==> src/core/vrc_pkg.sv <==
package vrc_pkg;

    // bus geometry
    localparam int unsigned ADDR_W = 12;
    localparam int unsigned DATA_W = 32;
    localparam int unsigned STRB_W = 4;

    // register indices, byte address is four times the index
    localparam logic [ADDR_W-1:0] REF_CTRL_INDEX = 12'h09f;
    localparam logic [ADDR_W-1:0] STATUS_INDEX   = 12'h0a0;
    localparam logic [ADDR_W-1:0] REF_CTRL_ADDR  = {REF_CTRL_INDEX[ADDR_W-3:0], 2'b00};
    localparam logic [ADDR_W-1:0] STATUS_ADDR    = {STATUS_INDEX[ADDR_W-3:0], 2'b00};

    // reference_control field positions
    localparam int unsigned POWER_BIT  = 7;
    localparam int unsigned PIN_OE_BIT = 6;
    localparam int unsigned RANGE_BIT  = 5;
    localparam int unsigned TAP_MSB    = 3;
    localparam int unsigned TAP_LSB    = 0;
    localparam int unsigned TAP_W      = TAP_MSB - TAP_LSB + 1;
    localparam logic [7:0]  REF_CTRL_RESET = 8'h00;

    // status field positions
    localparam int unsigned ST_POWER_BIT = 0;
    localparam int unsigned ST_PIN_BIT   = 1;
    localparam int unsigned ST_ROUTE_BIT = 2;
    localparam int unsigned ST_RANGE_BIT = 3;
    localparam int unsigned ST_POS_LSB   = 4;

    // comparator mode that takes the internal reference
    localparam logic [2:0] COMP_MODE_INTERNAL_REF = 3'b010;

    // ladder in units of 1/96 of the supply
    localparam int unsigned POS_W       = 7;
    localparam int unsigned LADDER_UNITS = 96;
    localparam int unsigned LOW_DIV      = 24;
    localparam int unsigned HIGH_DIV     = 32;
    localparam int unsigned HIGH_FRAC    = 4;
    localparam logic [POS_W-1:0] LOW_STEP  = POS_W'(LADDER_UNITS / LOW_DIV);
    localparam logic [POS_W-1:0] HIGH_STEP = POS_W'(LADDER_UNITS / HIGH_DIV);
    localparam logic [POS_W-1:0] HIGH_BASE = POS_W'(LADDER_UNITS / HIGH_FRAC);

    typedef struct packed {
        logic             power;
        logic             pin_oe;
        logic             low_range;
        logic [TAP_W-1:0] tap;
    } vrc_ctrl_t;

    typedef struct packed {
        logic              pready;
        logic              pslverr;
        logic [DATA_W-1:0] prdata;
    } vrc_apb_rsp_t;

    typedef enum logic [1:0] {
        VRC_PH_IDLE   = 2'b00,
        VRC_PH_ACCESS = 2'b01
    } vrc_phase_t;

    typedef struct packed {
        vrc_phase_t       phase;
        vrc_apb_rsp_t     rsp;
        vrc_ctrl_t        ctrl;
        logic             pin_switch;
        logic             comp_route;
        logic [POS_W-1:0] tap_pos;
    } vrc_state_t;

    localparam vrc_ctrl_t CTRL_RESET = '{
        power:     REF_CTRL_RESET[POWER_BIT],
        pin_oe:    REF_CTRL_RESET[PIN_OE_BIT],
        low_range: REF_CTRL_RESET[RANGE_BIT],
        tap:       REF_CTRL_RESET[TAP_MSB:TAP_LSB]
    };

    localparam vrc_state_t STATE_RESET = '{
        phase:      VRC_PH_IDLE,
        rsp:        '0,
        ctrl:       CTRL_RESET,
        pin_switch: 1'b0,
        comp_route: 1'b0,
        tap_pos:    '0
    };

    // bit 4 is never stored and always reads zero
    function automatic logic [7:0] ctrl_to_byte(input vrc_ctrl_t c);
        logic [7:0] b;
        b = 8'h00;
        b[POWER_BIT] = c.power;
        b[PIN_OE_BIT] = c.pin_oe;
        b[RANGE_BIT] = c.low_range;
        b[TAP_MSB:TAP_LSB] = c.tap;
        return b;
    endfunction

    function automatic vrc_ctrl_t byte_to_ctrl(input logic [7:0] b);
        vrc_ctrl_t c;
        c.power = b[POWER_BIT];
        c.pin_oe = b[PIN_OE_BIT];
        c.low_range = b[RANGE_BIT];
        c.tap = b[TAP_MSB:TAP_LSB];
        return c;
    endfunction

endpackage

==> src/core/vrc_top.sv <==
// Notes on behaviour
// bit 7 of reference_control powers the ladder on when 1 and fully off when 0.
// bit 6 connects the reference to port pin two when set and disconnects it when clear.
// bit 5 picks the low range when 1 and the high range when 0.
// bits 3 to 0 are an unsigned tap code from 0 to 15 picking one of sixteen levels.
// in the low range the chosen tap gives code over 24 of the supply.
// in the high range the chosen tap gives a quarter of the supply plus code over 32.
// bit 4 stores nothing and always reads zero.
// every reset clears power, pin enable, range (to high) and the tap code.
// waking from sleep leaves reference_control untouched.
// the pin switch closes only while the pin direction bit and the pin enable are both set.
// the comparator mode never gates power, range or tap selection.
// software should switch the ladder off before sleep to save current.
// reference_control sits at index 9Fh and its bits read zero after any reset.
// software waits out the settling time after a tap or range change.
// comparator mode 010 routes the reference to both non-inverting comparator inputs.
// a write updates the ladder outputs on its completing edge and a read returns stored bits.
//
// Local design decision: the APB interface to the registers.
`timescale 1ns/1ps
`default_nettype none

module vrc_top (
    // clock and reset
    input  wire logic                        clock,
    input  wire logic                        rst_n,
    // apb slave
    input  wire logic                        psel,
    input  wire logic                        penable,
    input  wire logic                        pwrite,
    input  wire logic [vrc_pkg::ADDR_W-1:0]  paddr,
    input  wire logic [vrc_pkg::DATA_W-1:0]  pwdata,
    input  wire logic [vrc_pkg::STRB_W-1:0]  pstrb,
    output logic                             pready,
    output logic                             pslverr,
    output logic [vrc_pkg::DATA_W-1:0]       prdata,
    // neighbouring control bits
    input  wire logic                        port_direction_two,
    input  wire logic [2:0]                  comparator_mode_field,
    // analog ladder and pin switch
    output logic                             ladder_power_enable,
    output logic                             ladder_low_range,
    output logic [vrc_pkg::TAP_W-1:0]        ladder_tap_code,
    output logic [vrc_pkg::POS_W-1:0]        ladder_tap_position,
    output logic                             pin_switch_close,
    output logic                             comparator_ref_route
);

    vrc_pkg::vrc_state_t       s_r;
    vrc_pkg::vrc_state_t       s_nxt;
    logic                      hit_ctrl;
    logic                      hit_status;
    logic                      mapped;
    logic [vrc_pkg::POS_W-1:0] pos_nxt;
    logic [vrc_pkg::DATA_W-1:0] read_word;
    logic [vrc_pkg::DATA_W-1:0] status_word;

    vrc_apb_decode u_decode (
        .paddr      (paddr),
        .hit_ctrl   (hit_ctrl),
        .hit_status (hit_status),
        .mapped     (mapped)
    );

    vrc_ladder_map u_map (
        .ctrl    (s_nxt.ctrl),
        .tap_pos (pos_nxt)
    );

    // status view of the block outputs
    always_comb
    begin
        status_word = '0;
        status_word[vrc_pkg::ST_POWER_BIT] = s_r.ctrl.power;
        status_word[vrc_pkg::ST_PIN_BIT] = s_r.pin_switch;
        status_word[vrc_pkg::ST_ROUTE_BIT] = s_r.comp_route;
        status_word[vrc_pkg::ST_RANGE_BIT] = s_r.ctrl.low_range;
        status_word[vrc_pkg::ST_POS_LSB +: vrc_pkg::POS_W] = s_r.tap_pos;
    end

    // read mux, unimplemented and upper bits read zero
    always_comb
    begin
        read_word = '0;
        if (hit_ctrl)
        begin
            read_word[7:0] = vrc_pkg::ctrl_to_byte(s_r.ctrl);
        end
        else if (hit_status)
        begin
            read_word = status_word;
        end
    end

    always_comb
    begin
        s_nxt = s_r;
        case (s_r.phase)
            vrc_pkg::VRC_PH_IDLE:
            begin
                if (psel && !penable)
                begin
                    s_nxt.phase = vrc_pkg::VRC_PH_ACCESS;
                    s_nxt.rsp.pready = 1'b1;
                    s_nxt.rsp.pslverr = !mapped;
                    s_nxt.rsp.prdata = pwrite ? '0 : read_word;
                end
            end
            vrc_pkg::VRC_PH_ACCESS:
            begin
                if (psel && penable)
                begin
                    // write lands on the completing edge
                    if (pwrite && hit_ctrl && pstrb[0])
                    begin
                        s_nxt.ctrl = vrc_pkg::byte_to_ctrl(pwdata[7:0]);
                    end
                    s_nxt.phase = vrc_pkg::VRC_PH_IDLE;
                    s_nxt.rsp = '0;
                end
            end
            default:
            begin
                s_nxt = vrc_pkg::STATE_RESET;
            end
        endcase
        // only reset or an unknown phase clears the control, a wake from sleep does not
        if (!rst_n)
        begin
            s_nxt = vrc_pkg::STATE_RESET;
        end
        // no comparator state enters the ladder control
        s_nxt.pin_switch = s_nxt.ctrl.pin_oe & port_direction_two;
        s_nxt.comp_route = (comparator_mode_field == vrc_pkg::COMP_MODE_INTERNAL_REF);
        s_nxt.tap_pos = pos_nxt;
        if (!rst_n)
        begin
            s_nxt.pin_switch = 1'b0;
            s_nxt.comp_route = 1'b0;
            s_nxt.tap_pos = '0;
        end
    end

    always_ff @(posedge clock)
    begin
        s_r <= s_nxt;
    end

    assign pready = s_r.rsp.pready;
    assign pslverr = s_r.rsp.pslverr;
    assign prdata = s_r.rsp.prdata;
    assign ladder_power_enable = s_r.ctrl.power;
    assign ladder_low_range = s_r.ctrl.low_range;
    assign ladder_tap_code = s_r.ctrl.tap;
    assign ladder_tap_position = s_r.tap_pos;
    assign pin_switch_close = s_r.pin_switch;
    assign comparator_ref_route = s_r.comp_route;

endmodule

`default_nettype wire

==> src/core/vrc_apb_decode.sv <==
`timescale 1ns/1ps
`default_nettype none

module vrc_apb_decode (
    // address
    input  wire logic [vrc_pkg::ADDR_W-1:0] paddr,
    // decode
    output logic                            hit_ctrl,
    output logic                            hit_status,
    output logic                            mapped
);

    always_comb
    begin
        hit_ctrl = (paddr == vrc_pkg::REF_CTRL_ADDR);
        hit_status = (paddr == vrc_pkg::STATUS_ADDR);
        mapped = hit_ctrl | hit_status;
    end

endmodule

`default_nettype wire

==> src/core/vrc_ladder_map.sv <==
`timescale 1ns/1ps
`default_nettype none

module vrc_ladder_map (
    // control
    input  wire vrc_pkg::vrc_ctrl_t        ctrl,
    // ladder
    output logic [vrc_pkg::POS_W-1:0]      tap_pos
);

    // tap position in 1/96 supply units
    always_comb
    begin
        if (ctrl.low_range)
        begin
            tap_pos = vrc_pkg::POS_W'(ctrl.tap) * vrc_pkg::LOW_STEP;
        end
        else
        begin
            tap_pos = vrc_pkg::HIGH_BASE + vrc_pkg::POS_W'(ctrl.tap) * vrc_pkg::HIGH_STEP;
        end
    end

endmodule

`default_nettype wire

==> config.mk <==
export PLATFORM = sky130hd
export DESIGN_NAME = vrc_top
export DESIGN_NICKNAME = d
export VERILOG_FILES = /design/src/core/vrc_pkg.sv /design/src/core/vrc_top.sv /design/src/core/vrc_apb_decode.sv /design/src/core/vrc_ladder_map.sv
export SDC_FILE = /design/constraint.sdc
export NUM_CORES = 1
export LEC_CHECK = 0
export BUFFER_PORTS_ARGS = -buffer_cell sky130_fd_sc_hd__buf_2
export CAP_MARGIN = 5
export CELL_PAD_IN_SITES_DETAIL_PLACEMENT = 1
export CELL_PAD_IN_SITES_GLOBAL_PLACEMENT = 1
export CORE_MARGIN = 4
export CORE_UTILIZATION = 27
export CTS_CLUSTER_SIZE = 8
export DETAILED_ROUTE_END_ITERATION = 7
export GPL_TIMING_DRIVEN = 0
export PLACE_DENSITY_LB_ADDON = 0.1
export REMOVE_ABC_BUFFERS = 1
export SYNTH_ARGS = -nofsm -noshare
export SYNTH_HDL_FRONTEND = slang
export SYNTH_SLANG_ARGS = --single-unit
==> constraint.sdc <==
create_clock -name clock -period 3.2 [get_ports clock]
set_input_delay 0.16 -clock clock [delete_from_list [all_inputs] [get_ports clock]]
set_output_delay 0.16 -clock clock [all_outputs]
set_load 0.02 [all_outputs]
* Word level (Yosys, flattened, before mapping) *
Cells that the tools add are included.

cells by class
  $add $sub $neg = 1
  multiply operators = 1
  equality and inequality tests = 7
  multiplexer cells = 12
  bitwise logic cells = 4
  reductions and logical operators = 11

operator list
  cell                    number
  $pmux W36 S2            1
  $mux W43                1
  $mux W36                1
  $mux W32                1
  $eq A12 B10 Y1 const B  2
  $mux W24                1
  $mux W15                1
  $pmux W7 S2             1
  $mux W11                1
  $mux W9                 1
  $mux W8                 1
  $add A5 B6 Y7 const A   1
  $mux W7                 1
  $mul A4 B2 Y6 const B   1
  $mux W6                 1
  $ne A2 B2 Y1 const B    3
  $logic_and A1 B1 Y1     4
  $reduce_or A2 Y1        2
  $eq A3 B2 Y1 const B    1
  $reduce_and A3 Y1       1
  $eq A2 B1 Y1 const B    1
  $logic_not A1 Y1        2
  $logic_not A2 Y1        1
  $not A1 Y1              2
  3 further kinds         3

storage, ports and cells
  register bits = 52
  input port bits = 57
  output and inout bits = 49
  word-level logic and storage cells = 48

* Longest topological paths before layout *
  word-level depth = 10
  gate-level depth with buffers = 14
  gate-level depth less buffers = 13

* Modules after synthesis *
A second synthesis with hierarchy kept.

unflattened totals
  cell total of the unflattened synthesis = 185
  area total of the unflattened synthesis = 1730.4 um^2

by module, submodules not included
  module          instances  cells an instance  area each (um^2)  seq. area each (um^2)
  vrc_top         1          147                1416.4            580.6
  vrc_ladder_map  1          27                 236.5             0.0
  vrc_apb_decode  1          11                 77.6              0.0

* Worst setup path after synthesis *
Ideal clock, no wire load.

  kind = register to register
  from = reg s_r[50] (netlist bit)
  to = reg s_r, in the netlist ladder_tap_position[5]
  setup time = 0.086 ns
  arrival time = 3.153 ns
  required time = 3.114 ns
  setup slack = -0.039 ns
  cell stages (with the launch flop) = 15
  buffers on the path = 1
  period minus slack after synthesis = 3.239 ns
  path through = dfxtp_1 > nand3_1 > and4bb_2 > and2_2 > buf_4 > nand2_1 > a21oi_1 > ha_1 > inv_1 > fa_1 > or3b_2 > a21oi_1 > xor2_1 > nor2_1 > a211oi_1

RTL lines
  what                      RTL line        source
  start: declaration        vrc_top.sv:49   vrc_pkg::vrc_state_t s_r;
  start signal: assignment  vrc_top.sv:146  s_r <= s_nxt;

==> impl_metrics.yaml <==
die:
  dieArea_sq_um: 7627
  die_w_microns: 87.33
  start_util: 0.2820
  die_y_microns: 87.33
  coreArea_sq_um: 6026
  rows: 28
  boundaryPins: 106
grt:
  grt_overflow: 0
  antenna_found_initial: 0
  grt_max_degree: 28
  grt_pass1_vias: 1387
  grt_usage: 0.1216
  grt_pass1_wl_microns: 7245
synthesis:
  synth_edf_count: 0
  syn_inst: 188
  netlist.area_leader.share: 0.3417
  yosysWarningCount: 0
  synth.distinct_cells: 40
  ys_ff_latch: 29
  synth_area_sq_um: 1699
  syn_avg_cell_area_sq_um: 9.038
  ys_seq_area_frac: 0.3417
  synth_top_cell_by_area: "dfxtp_1"
  async_flop_share: 0
  synth_ff_type: "dfxtp_1"
  synthTopCellsByArea: "dfxtp_1 (34%), buf_4 (19%), a22oi_1 (5.3%)"
sta:
  slew_viol_final: 0
  layout_min_cycle_time_ns: 2.967
  min_period_over_period: 0.9272
  rsz0062_at_grt: "false"
  setup_viol: 0
  tns_ns: 0
  hold_viol_final: 0
  fmax_mhz: 337.0
  fin_skew_ns: 0.002373
  slew_headroom: 0.6472
  tightest_slew_ns: 0.5281
drt:
  wirelength_microns: 4374
  drtIter0Drc: 20
  wl_per_cell_microns: 14.58
  ant_nets: 0
  viasPerCell: 4.510
  drtPass1Iterations: 4
  drc: 0
  vias: 1353
placement:
  place_hpwl_microns: 3351
  gp_congestion: 0.6980
  portBuffers: 56
  dp_cells: 291
worst_setup_path:
  setup.worst_path.end_class: "register"
  cp_max_fo: 8
  cp-start-kind: "register"
  required_ns: 3.39
  r2r_cells: 13
  criticalPathCategory: "reg2reg"
  arrival_ns: 3.16
clocking:
  cts_root_buf: "clkbuf_8"
  cts_tree: "yes"
  htreeDepth: 2
  clkSinkCount: 29
  cts_buffers: 5
  clk_latency_ns: 0.28
  clk_pin_slew_ns: 0.06
  cts-hold-fix-buffers: 0
  cts.path.max_buffers: 2
status:
  outcome: "completed"
layout:
  n_antenna_cell: 0
  finish.utilization: 0.3235
  layout-drive-gt1-share: 0.3600
  fin_nets: 289
  final_common_cell: "buf_2"
  final_cells: 300
  syn_to_final_growth_pct: 14.73
  most-common-layout-cells: "buf_2 (57), dfxtp_1 (28), conb_1 (21)"
min_path:
  whs_path_depth: 2
  hp-class: "in2reg"
run:
  drv_cap: 0
power_and_ir_drop:
  vdd_drop_max_v: 0.0001423
  leakagePower_uw: 0.0008832
  power_density_nw_per_um2: 383.4
## metrics by stage
step	setup WS [ns]	area, sq um	hold WS (ns)	power (uW)
2_1_floorplan	-0.2269	1423	0.2359	417.8
3_3_place_gp	-1.137	1797	0.3241	450.7
3_5_place_dp	-0.7265	1802	0.3273	451.2
5_1_grt	0.01344	1949	0.03834	785.4
6_report	0.2331	1949	0.03781	747.3
4_1_cts	0.008180	1928	0.03044	758.7
## routing by layer
| layer | wire (microns) | track usage | vias up |
|---|---|---|---|
| li1 | - | - | 662 |
| met5 | 0 | 0 | - |
| met2 | 2008 | 0.1890 | 46 |
| met1 | 1989 | 0.1626 | 640 |
| met3 | 303 | 0.03122 | 5 |
| met4 | 72 | 0.04184 | 0 |
## area by class of cell
class	instances	area [sq um]
Timing Repair Buffer	59	300.3
Tap cell	75	93.84
Multi-Input combinational cell	127	869.6
Inverter	3	15.01
Fill cell	744	4076
Clock buffer	7	86.33
Sequential cell	29	584.3
## Yosys cell counts, types with 2 or more instances
master     instances
dfxtp_1           29
nor2_1            20
nor2b_1            2
a22oi_1           12
nor3b_1            3
a2bb2oi_1          7
ha_1               5
inv_1              2
mux2i_1            5
fa_1               2
nand2b_1           2
a21oi_1            6
buf_2              2
xnor2_1            3
nand3_1            5
o211ai_1           2
a211oi_1           5
buf_4             44
nand2_1            9
clkbuf_1           3
## flip-flops by register name, summed over array words and instances (netlist names)
name and count:
comparator_ref_route 1, ladder_low_range 1, ladder_power_enable 1, ladder_tap_code 4
ladder_tap_position 7, pin_switch_close 1, prdata 11, pslverr 1
s_r 2
## power by group
| part | total (uW) | switching, uW | internal [uW] | leakage (uW) |
|---|---|---|---|---|
| registers | 367 | 2.61 | 364 | 0.000235 |
| clock network | 303 | 133 | 170 | 0.0000443 |
| logic | 77.2 | 54.2 | 22.9 | 0.000604 |
## kinds of logic after synthesis
family / synth area share
flip-flops: 0.3417
XOR/XNOR: 0.02062
multiplexers: 0.02946
AO/OA/AOI/OAI: 0.1488
buffers and inverters: 0.2136
AND/OR/NAND/NOR: 0.1834
adder cells (fa/ha/maj): 0.06038
other: 0.002207
## critical path: stages, from the launching register on
cell      delay (ns)
dfxtp_4         0.37
nand3_1         0.07
and4bb_4        0.37
nand2_4         0.11
mux2i_2         0.19
nor2_2          0.14
ha_2            0.22
inv_1           0.05
fa_1            0.43
or3b_4          0.39
a21oi_2         0.14
xor2_1          0.16
nor2_1          0.06
a211oi_2        0.19
## what timing repair did
action / CTS / global route
gates cloned: 0 / 0
resized for setup: 8 / 6
endpoints found under the setup margin: 2 / 1
pin swaps: 2 / 5
setup buffers: 2 / 0
hold endpoints to repair: 0 / 0
## path summary, 6_finish.rpt
| check | start | to | slack, ns |
|---|---|---|---|
| worst max-delay path | s_r[50]$_SDFFE_PN0P_ | ladder_tap_position[5]$_SDFF_PN0_ | 0.23 |
| worst min-delay path | comparator_mode_field[2] | comparator_ref_route$_SDFF_PN0_ | 0.04 |
| worst min register to register | prdata[6]$_SDFFE_PN0P_ | prdata[6]$_SDFFE_PN0P_ | 0.49 |
| worst max register to register | s_r[50]$_SDFFE_PN0P_ | ladder_tap_position[5]$_SDFF_PN0_ | 0.23 |
No activity file was read; power rests on OpenSTA's default activity.
